**config.mk**
```make
export PLATFORM = sky130hd
export DESIGN_NAME = cbt_bit_timing
export DESIGN_NICKNAME = d
export VERILOG_FILES = /design/src/logic/cbt_quantum_gen.v /design/src/logic/cbt_bit_timing.v
export VERILOG_INCLUDE_DIRS = /design/src /design/src/logic
export SDC_FILE = /design/constraint.sdc
export NUM_CORES = 1
export LEC_CHECK = 0
export ABC_CLOCK_PERIOD_IN_PS = 4600
export BUFFER_PORTS_ARGS = -buffer_cell sky130_fd_sc_hd__buf_2
export CORE_AREA = 3 3 86 88
export DETAILED_ROUTE_END_ITERATION = 8
export DIE_AREA = 0 0 89 91
export PLACE_DENSITY_LB_ADDON = 0.15
export SYNTH_ARGS = -nofsm -noshare
export SYNTH_HDL_FRONTEND = slang
export SYNTH_HIERARCHICAL = 1
export SYNTH_SLANG_ARGS = --single-unit
```
**constraint.sdc**
```tcl
create_clock -name clk_sys -period 4.6 [get_ports clk_sys]
set_input_delay 0.69 -clock clk_sys [delete_from_list [all_inputs] [get_ports clk_sys]]
set_output_delay 0.69 -clock clk_sys [all_outputs]
set_load 0.02 [all_outputs]
```
**src/logic/cbt_consts.vh**
```
// Purpose: constants for the CAN bit timing and object irq enable block
// Assumes: byte-wide special-function register port, one 20 MHz clock
// Notes: offsets are the register addresses on the sfr port
// How it works
// (RL1) object_irq_mask sits in bits 3..0 of the enable register, 1 enables, all clear at reset.
// (RL2) the quantum period is the input clock divided by quantum_prescaler plus one, field in bits 6..1.
// (RL3) software touches the timing registers only while controller_global_enable is 0.
// (RL4) resync on relevant edges moves a bit by at most resync_jump_width quanta, field in bits 6..5; the code moves it by up to (resync_jump_width + 1) quanta.
// (RL5) propagation segment lasts (propagation_segment + 1) quanta, field in bits 3..1.
// (RL6) reserved bits read undefined and software never writes ones there.
// (RL7) timing registers have no reset value so software programs them before enabling.
// (RL8) phase segment two lasts (field + 1) quanta, bits 6..4, and may be shortened by resync.
// (RL9) phase segment one lasts (field + 1) quanta, bits 3..1, and may be lengthened by resync.
// (RL10) sample_type 0 samples once, 1 takes three samples half a quantum apart by majority; the code takes the first two a whole quantum apart.
// (RL11) a bit is sync quantum, propagation, phase one, phase two; sample at end of phase one.
`ifndef CBT_CONSTS_VH
`define CBT_CONSTS_VH
`define CBT_ADDR_PRESCALER   8'hB4
`define CBT_ADDR_JUMP_PROP   8'hB5
`define CBT_ADDR_PHASE_SMP   8'hB6
`define CBT_ADDR_IRQ_ENABLE  8'hC3
`define CBT_IRQ_MASK_RESET   4'h0
`define CBT_BRP_LSB          1
`define CBT_SJW_LSB          5
`define CBT_PRS_LSB          1
`define CBT_PHS2_LSB         4
`define CBT_PHS1_LSB         1
`define CBT_SMP_BIT          0
`endif

```
**src/logic/cbt_quantum_gen.v**
```verilog
// Purpose: time quantum and half quantum enable pulses
// Assumes: prescaler value steady while the controller runs
// Notes: half pulse lands mid quantum for triple sampling
`timescale 1ns/1ps
module cbt_quantum_gen
(
  input  wire       clk_sys,
  input  wire       resetn,
  input  wire       run,
  input  wire [5:0] prescale,
  output reg        tq_pulse,
  output reg        half_pulse
);
  reg  [6:0] cnt_r;
  wire [6:0] last;
  assign last = {1'b0, prescale};

  always @(posedge clk_sys)
  begin
    if (!resetn || !run)
    begin
      cnt_r      <= 7'h00;
      tq_pulse   <= 1'b0;
      half_pulse <= 1'b0;
    end
    else
    begin
      // quantum is prescale+1 input clocks
      tq_pulse   <= (cnt_r == last); // RL2
      half_pulse <= (cnt_r == {1'b0, last[6:1]});
      if (cnt_r == last)
        cnt_r <= 7'h00;
      else
        cnt_r <= cnt_r + 7'h01;
    end
  end
endmodule // cbt_quantum_gen

```
**src/logic/cbt_bit_timing.v**
```verilog
// Purpose: bit timing registers, bit segment sequencer, object irq mask
// Assumes: sfr port on clk_sys, rx pin asynchronous, one clock
// Notes: timing regs have no reset; undefined reserved bits read zero
`timescale 1ns/1ps
`include "cbt_consts.vh"
module cbt_bit_timing
(
  input  wire       clk_sys,
  input  wire       resetn,
  input  wire [7:0] sfr_addr,
  input  wire [7:0] sfr_wdata,
  input  wire       sfr_wr,
  input  wire       sfr_rd,
  output reg  [7:0] sfr_rdata,
  input  wire       controller_global_enable,
  input  wire       can_rx,
  output reg        sample_pulse,
  output reg        sampled_bit,
  output reg        bit_start,
  output reg  [3:0] object_irq_mask
);
  localparam [3:0] ST_SYNC = 4'h1;
  localparam [3:0] ST_PROP = 4'h2;
  localparam [3:0] ST_PH1  = 4'h4;
  localparam [3:0] ST_PH2  = 4'h8;

  // no reset on these: contents undefined until software writes them
  reg  [5:0] quantum_prescaler_r;
  reg  [1:0] resync_jump_width_r;
  reg  [2:0] propagation_segment_r;
  reg  [2:0] phase_segment_one_r;
  reg  [2:0] phase_segment_two_r;
  reg        sample_type_r;
  reg  [3:0] state_r;
  reg  [4:0] seg_cnt_r;
  reg  [4:0] seg_len_r;
  reg        rx_m_r;
  reg        rx_s_r;
  reg        rx_prev_r;
  reg        smp_a_r;
  reg        smp_b_r;
  reg        en_m_r;
  reg        run_r;
  reg        edge_seen_r;
  wire       tq_pulse;
  wire       half_pulse;
  wire       fall_edge;
  wire [4:0] sjw_q;
  wire [4:0] ph2_len;

  // two-stage synchronisers; only the second stage feeds logic
  always @(posedge clk_sys)
  begin
    rx_m_r <= can_rx;
    rx_s_r <= rx_m_r;
    en_m_r <= controller_global_enable;
    run_r  <= en_m_r;
  end

  cbt_quantum_gen u_qgen
  (
    .clk_sys    (clk_sys),
    .resetn     (resetn),
    .run        (run_r),
    .prescale   (quantum_prescaler_r),
    .tq_pulse   (tq_pulse),
    .half_pulse (half_pulse)
  );

  function [4:0] seg_q;
    input [2:0] field;
    begin
      seg_q = {2'b00, field} + 5'h01;
    end
  endfunction

  assign sjw_q   = {3'b000, resync_jump_width_r} + 5'h01;
  assign ph2_len = seg_q(phase_segment_two_r);
  assign fall_edge = rx_prev_r & ~rx_s_r;

  // register writes; software writes timing only with enable low
  always @(posedge clk_sys)
  begin
    if (sfr_wr && !run_r) // RL3
    begin
      if (sfr_addr == `CBT_ADDR_PRESCALER)
        quantum_prescaler_r <= sfr_wdata[`CBT_BRP_LSB +: 6]; // RL2 RL7
      else if (sfr_addr == `CBT_ADDR_JUMP_PROP)
      begin
        resync_jump_width_r   <= sfr_wdata[`CBT_SJW_LSB +: 2]; // RL4
        propagation_segment_r <= sfr_wdata[`CBT_PRS_LSB +: 3]; // RL5
      end
      else if (sfr_addr == `CBT_ADDR_PHASE_SMP)
      begin
        phase_segment_two_r <= sfr_wdata[`CBT_PHS2_LSB +: 3]; // RL8
        phase_segment_one_r <= sfr_wdata[`CBT_PHS1_LSB +: 3]; // RL9
        sample_type_r       <= sfr_wdata[`CBT_SMP_BIT];       // RL10
      end
    end
  end

  // irq mask is writable any time
  always @(posedge clk_sys)
  begin
    if (!resetn)
      object_irq_mask <= `CBT_IRQ_MASK_RESET; // RL1
    else if (sfr_wr && sfr_addr == `CBT_ADDR_IRQ_ENABLE)
      object_irq_mask <= sfr_wdata[3:0]; // RL1
  end

  // reads: reserved bits return zero, a legal undefined value
  always @(posedge clk_sys)
  begin
    if (!resetn)
      sfr_rdata <= 8'h00;
    else if (sfr_rd)
    begin
      if (sfr_addr == `CBT_ADDR_PRESCALER)
        sfr_rdata <= {1'b0, quantum_prescaler_r, 1'b0}; // RL6
      else if (sfr_addr == `CBT_ADDR_JUMP_PROP)
        sfr_rdata <= {1'b0, resync_jump_width_r, 1'b0,
                      propagation_segment_r, 1'b0}; // RL6
      else if (sfr_addr == `CBT_ADDR_PHASE_SMP)
        sfr_rdata <= {1'b0, phase_segment_two_r,
                      phase_segment_one_r, sample_type_r}; // RL6
      else if (sfr_addr == `CBT_ADDR_IRQ_ENABLE)
        sfr_rdata <= {4'h0, object_irq_mask}; // RL6
      else
        sfr_rdata <= 8'h00;
    end
  end

  // bit sequencer; edge seen in prop or phase two triggers resync, at prop end or at next tq
  always @(posedge clk_sys)
  begin
    if (!resetn || !run_r)
    begin
      state_r      <= ST_SYNC;
      seg_cnt_r    <= 5'h00;
      seg_len_r    <= 5'h01;
      rx_prev_r    <= 1'b1;
      edge_seen_r  <= 1'b0;
      smp_a_r      <= 1'b1;
      smp_b_r      <= 1'b1;
      sample_pulse <= 1'b0;
      sampled_bit  <= 1'b1;
      bit_start    <= 1'b0;
    end
    else
    begin
      rx_prev_r    <= rx_s_r;
      sample_pulse <= 1'b0;
      bit_start    <= 1'b0;
      // triple sampling: two earlier samples one quantum apart, each at mid quantum
      if (half_pulse && state_r == ST_PH1)
      begin
        smp_a_r <= smp_b_r;
        smp_b_r <= rx_s_r;
      end
      if (tq_pulse)
      begin
        seg_cnt_r <= seg_cnt_r + 5'h01;
        case (state_r)
          ST_SYNC:
          begin
            edge_seen_r <= 1'b0;
            bit_start   <= 1'b1;
            state_r     <= ST_PROP; // RL11
            seg_cnt_r   <= 5'h00;
            seg_len_r   <= seg_q(propagation_segment_r); // RL5
          end
          ST_PROP:
            if (seg_cnt_r + 5'h01 >= seg_len_r)
            begin
              state_r   <= ST_PH1; // RL11
              seg_cnt_r <= 5'h00;
              seg_len_r <= seg_q(phase_segment_one_r); // RL9
              if (edge_seen_r)
              begin
                // late edge: lengthen phase one by the whole jump width
                seg_len_r   <= seg_q(phase_segment_one_r) + sjw_q; // RL4
                edge_seen_r <= 1'b0;
              end
            end
          ST_PH1:
            if (seg_cnt_r + 5'h01 >= seg_len_r)
            begin
              sample_pulse <= 1'b1; // RL11
              if (sample_type_r)
                sampled_bit <= (smp_a_r & smp_b_r) | (smp_a_r & rx_s_r)
                               | (smp_b_r & rx_s_r); // RL10
              else
                sampled_bit <= rx_s_r; // RL10
              state_r     <= ST_PH2;
              seg_cnt_r   <= 5'h00;
              seg_len_r   <= ph2_len; // RL8
              edge_seen_r <= 1'b0;
            end
          ST_PH2:
            if (seg_cnt_r + 5'h01 >= seg_len_r)
              state_r <= ST_SYNC;
            else if (edge_seen_r)
            begin
              // early edge: cut phase two short, bounded by jump width
              edge_seen_r <= 1'b0;
              if (ph2_len - (seg_cnt_r + 5'h01) <= sjw_q)
                state_r <= ST_SYNC; // RL4 RL8
              else
                seg_len_r <= ph2_len - sjw_q; // RL4 RL8
            end
          default:
            state_r <= ST_SYNC;
        endcase
      end
      // placed last so a new edge beats a same-cycle clear
      if (fall_edge)
        edge_seen_r <= 1'b1;
    end
  end
endmodule // cbt_bit_timing

```
After elaboration in Yosys (flattened, before gate mapping)
Cells that the tools add are included.
Cells by class
  add/subtract/negate cells: 9
  order comparisons: 2
  eq/ne operators: 19
  multiplexer cells: 27
  bitwise operators: 11
  reduce and logical (&&, ||, !) cells: 20
Operator list (count)
  $mux 5: 7
  $eq 8x8->1 const B: 4
  $mux 4: 6
  $mux 7: 3
  $pmux 5 s4: 1
  $pmux 4 s4: 1
  $add 3x1->4 const B: 3
  $pmux 5 s2: 1
  $ne 3x3->1 const B: 3
  $ne 2x2->1 const B: 4
  $reduce_and 4->1: 2
  $reduce_bool 4->1: 2
  $add 7x1->7 const B: 1
  $eq 7x5->1: 1
  $eq 7x6->1: 1
  $mux 1: 7
  $reduce_and 7->1: 1
  $reduce_and 3->1: 2
  $reduce_or 2->1: 3
  $add 4x3->5: 1
  $add 5x1->5 const B: 1
  $ge 5x5->1: 1
  $le 5x3->1: 1
  $not 1->1: 5
  other kinds (19): 26
Word-level totals
  register bits: 64
  output and inout port bits: 15

Longest topological paths before layout
  depth in word-level cells: 7
  gate-level depth with buffers: 14
  depth with buffers taken out: 13

Cells and area by module
The synthesis kept the hierarchy.
Modules (own cells, without submodules)
  cbt_bit_timing: instances 1, cells each 321, area an instance 3120.5 um^2, sequential area each 1261.2 um^2
  cbt_quantum_gen: instances 1, cells each 53, area an instance 534.3 um^2, sequential area each 180.2 um^2

Worst setup path after synthesis
OpenSTA, ideal clock, no wires.
  kind: reg2reg
  start: register phase_segment_two_r[0]
  end: register seg_len_r[2]
  setup time: 85 ps
  arrival time: 2853 ps
  required time: 4515 ps
  slack: 1662 ps
  cell stages (with the launch flop): 12
  path buffers: 1
  period minus slack after synthesis: 2938 ps
  path through: edfxtp_1 > ha_1 > fa_1 > ha_1 > nor2b_1 > o21ai_0 > a32oi_1 > a21o_1 > o31a_1 > or2_1 > buf_6 > o31ai_2
Between the ends
  cells in the longest elaborated chain, start to end: 6
RTL lines
  start, declared: RTL line cbt_bit_timing.v:32  | reg [2:0] phase_segment_two_r;
  start signal, assigned: RTL line cbt_bit_timing.v:95  | phase_segment_two_r <= sfr_wdata[`CBT_PHS2_LSB +: 3];
  $add 3x1->4 *: RTL line cbt_bit_timing.v:73  | seg_q = {2'b00, field} + 5'h01;
  parallel branches: the longest is 5 deep, another holds $sub 4x5->5
  end signal, assigned: RTL line cbt_bit_timing.v:170  | seg_len_r <= seg_q(propagation_segment_r);
  end signal, assigned: RTL line cbt_bit_timing.v:196  | seg_len_r <= ph2_len;
  end signal, assigned: RTL line cbt_bit_timing.v:209  | seg_len_r <= ph2_len - sjw_q;
  end, declared: RTL line cbt_bit_timing.v:36  | reg [4:0] seg_len_r;
Mark *: on every way between the ends. The select of a mux whose other input is x is not followed.
A chain may end at the register's enable or synchronous reset.

Worst setup path after layout
  start: register seg_cnt_r[0]
  end: register seg_len_r[0]
Between the ends
  cells in the longest elaborated chain, start to end: 5
RTL lines
  start, declared: RTL line cbt_bit_timing.v:35  | reg [4:0] seg_cnt_r;
  start signal, assigned: RTL line cbt_bit_timing.v:162  | seg_cnt_r <= seg_cnt_r + 5'h01;
  $add 5x1->5 *
  $sub 4x5->5: RTL line cbt_bit_timing.v:206  | if (ph2_len - (seg_cnt_r + 5'h01) <= sjw_q)
  $le 5x3->1: RTL line cbt_bit_timing.v:206
  $ne 2x2->1 (no line)
  $reduce_and 7->1 (no line) *
  end signal, assigned: RTL line cbt_bit_timing.v:181  | seg_len_r <= seg_q(phase_segment_one_r) + sjw_q;
  end signal, assigned: RTL line cbt_bit_timing.v:196
  end signal, assigned: RTL line cbt_bit_timing.v:209
Mark *: on every way between the ends. The rest lies on a longest branch, timed or not.

==> key figures <==
Timing
  – Fmax: a little over 300 MHz
  – Final Skew: 0.0157 ns
  – RSZ-0062 raised after global routing: no
  – Hold Vio Cnt, Final: 0
  – Final worst-path cycle share: 72.1%
  – Final setup violation count: 0
  – Worst slew margin: between 40 and 50%
  – Post-route setup slack: ~1.3 ns
  – Final Max Tran Viols: 0
  – Tmin final: ~3.3 ns
  – Slew @ Worst Pin: ~0.8 ns
  – TNS Setup: 0 ns

Setup path
  – Slowest-stage cell, CP: a2111oi_0
  – Worst-path cell chain: ha_1, xor2_2, ha_1, a21oi_1, o21ai_0, maj3_2, a2111oi_0, o31a_1, or2_1, mux2i_1
  – CP Buf/Inv Count: 0
  – Crit Path Class: register to register
  – Worst setup EP type: register
  – Most numerous cell on the critical path: ha_1
  – Worst EP arrival: around 3.6 ns
  – Critical path fanouts, max: 5
  – Critical path's top delay family: compound AO/OA/AOI/OAI gates
  – Req. time, crit path: about 4.9 ns
  – Type of origin of the critical path: register
  – Crit path largest cell delay: 0.53 ns

Placed design
  – GPL Wtd Cong: 0.825
  – IO Port Bufs: 34
  – Final HPWL DP: ~5.9 mm
  – Setup WS pre-CTS: 1.34 ns

Yosys
  – Fraction of registers with async set/reset: 0%
  – Compound-cell area share of the yosys netlist: between 10% and 20%
  – Post-Synth XOR/XNOR Area: under 10%
  – Synth cell types: between 60 and 70
  – Multiplexer area fraction after synthesis: 3.97%
  – Post-Syn Nets: 420
  – Yosys warns: 6
  – Post-synthesis register bit count: 63
  – Avg Inst Size Synth: 9.77 um2
  – Post-synthesis adder-cell area fraction: 9.45%
  – Top FF cell, synth: dfxtp_1
  – Cells after synthesis: 374
  – Register area share after synthesis: between 30% and 40%
  – Post-synth EDFFs: 18
  – Mapped cell area: between 3000 and 4000 um2
  – Simple-gate share of the synthesized area: 18.8%
  – Main combinational cell family by area after synthesis: simple AND/OR/NAND/NOR gates

Global route
  – GRT Total Usage: 21.0%
  – Overflow after GRT: 0
  – Initial antenna violation count: 0
  – Largest net degree at the start of global routing: 20
  – First-pass GRT wire length: 13.2 mm
  – Number of global-route vias before repair: 2737

Die
  – Die area: 8100 um2
  – Row cnt: 30
  – Die width: 89 um
  – Core area: approximately 6700 um2
  – Starting density of the core: 54.4%
  – Chip height: 91 um
  – Num ports: 37

Pwr
  – Cell Pwr Density: 269 nW/um2
  – Total power: ~1.1 mW
  – Static leakage: 1.57 nW
  – Worst VDD drop: 238 uV

Route
  – First-iteration detailed-routing DRC count: 99
  – WL final: between 8 and 9 mm
  – Post-DRT Antenna Nets: 0
  – WL per Instance: 16.3 um
  – Routed vias: 2838
  – Vias per inst: 5.77
  – First-pass DRT Iterations: 4
  – DRC: 0

Cells and area
  – Util after Layout: 60.1%
  – Area delta synth->final: 10.4%
  – Final nets: 453
  – Antenna fix cells: 0
  – Fraction of layout cells with a size suffix above 1: roughly 17%
  – Layout fillers: a little under 600

CTS
  – CTS tree: built
  – Longest Clk Path Bufs: 2
  – Clock buffers created by TritonCTS: 9
  – Sink Count: 63
  – Worst-path clk slew: 0.07 ns
  – Post-cts sizing count: 0
  – H-tree depth: 3
  – Clk_lat worst skew: 0.35 ns
  – Hold_buf cts: 0
  – Root Buffer Master: clkbuf_8
  – # Post-CTS Setup Buffers: 0

Outcome
  – Status: complete, no violations

Flow run
  – Max cap viols: 0

Worst hold path
  – Hold WC Path Type: register to register
[power by group]
group | switching, mW | internal (mW)
clock | 0.218 | 0.249
combinational | 0.0248 | 0.0171
sequential | 0.00511 | 0.574
[cells in the final DEF (no fill, tap or decap), types with 4 or more instances in the layout]
cell / n
a21oi_1: 24
o21ai_0: 9
nand2b_1: 13
nor3_1: 5
nor2_1: 24
clkbuf_8: 9
edfxtp_1: 18
a21o_1: 7
a31oi_1: 6
inv_1: 19
xnor2_1: 14
nor4_1: 4
and2_1: 7
nand2_1: 20
nand3_1: 17
nor2b_1: 11
ha_1: 21
mux2i_1: 10
buf_2: 34
mux2_2: 4
xor2_1: 11
a211oi_1: 7
dfxtp_1: 45
[Yosys cell counts (all sizes together), types with 6 or more instances]
| cell | n | area share, % |
|---|---|---|
| dfxtp | 45 | 25 |
| a21oi | 24 | 3.3 |
| nor2 | 24 | 2.5 |
| ha | 21 | 7.2 |
| inv | 20 | 2.1 |
| nand2 | 20 | 2.1 |
| edfxtp | 18 | 15 |
| nand3 | 18 | 2.6 |
| xnor2 | 17 | 4.7 |
| nand2b | 13 | 2.2 |
| xor2 | 12 | 3.1 |
| nor2b | 11 | 1.9 |
| a211oi | 10 | 2.5 |
| mux2i | 10 | 2.7 |
| o21ai | 9 | 1.2 |
| and2 | 8 | 1.4 |
| a21o | 7 | 1.4 |
| a31oi | 7 | 1.4 |
| clkbuf | 7 | 0.72 |
| buf | 6 | 1.4 |
| nor3 | 6 | 0.96 |
[path summary, 6_finish.rpt]
| path | from | endpoint | slack, ns | depth (start not counted) |
|---|---|---|---|---|
| max reg2reg | seg_cnt_r[0] | seg_len_r[0] | 1.28 | 10 |
| min | en_m_r | run_r | 0.33 | 0 |
| max | seg_cnt_r[0] | seg_len_r[0] | 1.28 | 10 |
| min reg2reg | en_m_r | run_r | 0.33 | 0 |
[through the flow]
stage               std cells  hold slack [ns]  instance area, um2
global route              492            0.347                4040
finish                    492            0.331                4040
floorplan                 374            0.310                3650
global placement          476            0.312                3850
detailed placement        476            0.318                3850
CTS                       492            0.334                4040
[kinds of logic (layout without fill, tap and decap cells)]
kind of cell               after synthesis  after routing
xor gates and xnor gates                29             29
adders and majority gates               26             26
and+or+nand+nor                        124            124
other                                    1              1
muxes                                   14             14
AOI/OAI and AO/OA                       84             84
buffers and inverters                   33             71
DFF                                     63             63
[state kept, by name, summed over array words and instances, names as in the netlist, 2 cells and up]
name,flops
propagation_segment_r,3
u_qgen/cnt_r,7
phase_segment_two_r,3
seg_cnt_r,5
phase_segment_one_r,3
state_r,4
sfr_rdata,7
seg_len_r,5
object_irq_mask,4
quantum_prescaler_r,6
resync_jump_width_r,2
[final cells by class]
cell class                      count  area [um2]  share of cell area [%]
Tap cell                           80         100                    2.48
Clock buffer                       12         135                    3.35
Timing Repair Buffer               35         178                    4.40
Sequential cell                    63        1440                    35.7
Clock inverter                      4        47.5                    1.18
Inverter                           20        75.1                    1.86
Multi-Input combinational cell    278        2060                    51.0
[metal layers]
metal | share of wire [%] | global-route usage [%] | up-vias
li1 | - | - | 1427
met1 | 47 | 27.6 | 1354
met2 | 49 | 34.0 | 48
met3 | 3.1 | 4.36 | 9
met4 | 1.0 | 6.95 | 0
met5 | 0 | 0 | -
[worst register-to-register path, delay by kind of cell, from the launching register on]
family	cells	cell delay, ns
and+or+nand+nor	1	0.29
adders and majority gates	3	0.95
DFF	1	0.43
xor gates and xnor gates	1	0.31
AOI/OAI and AO/OA	4	1.06
muxes	1	0.22
Note: power is estimated with default switching activity, not from simulation.
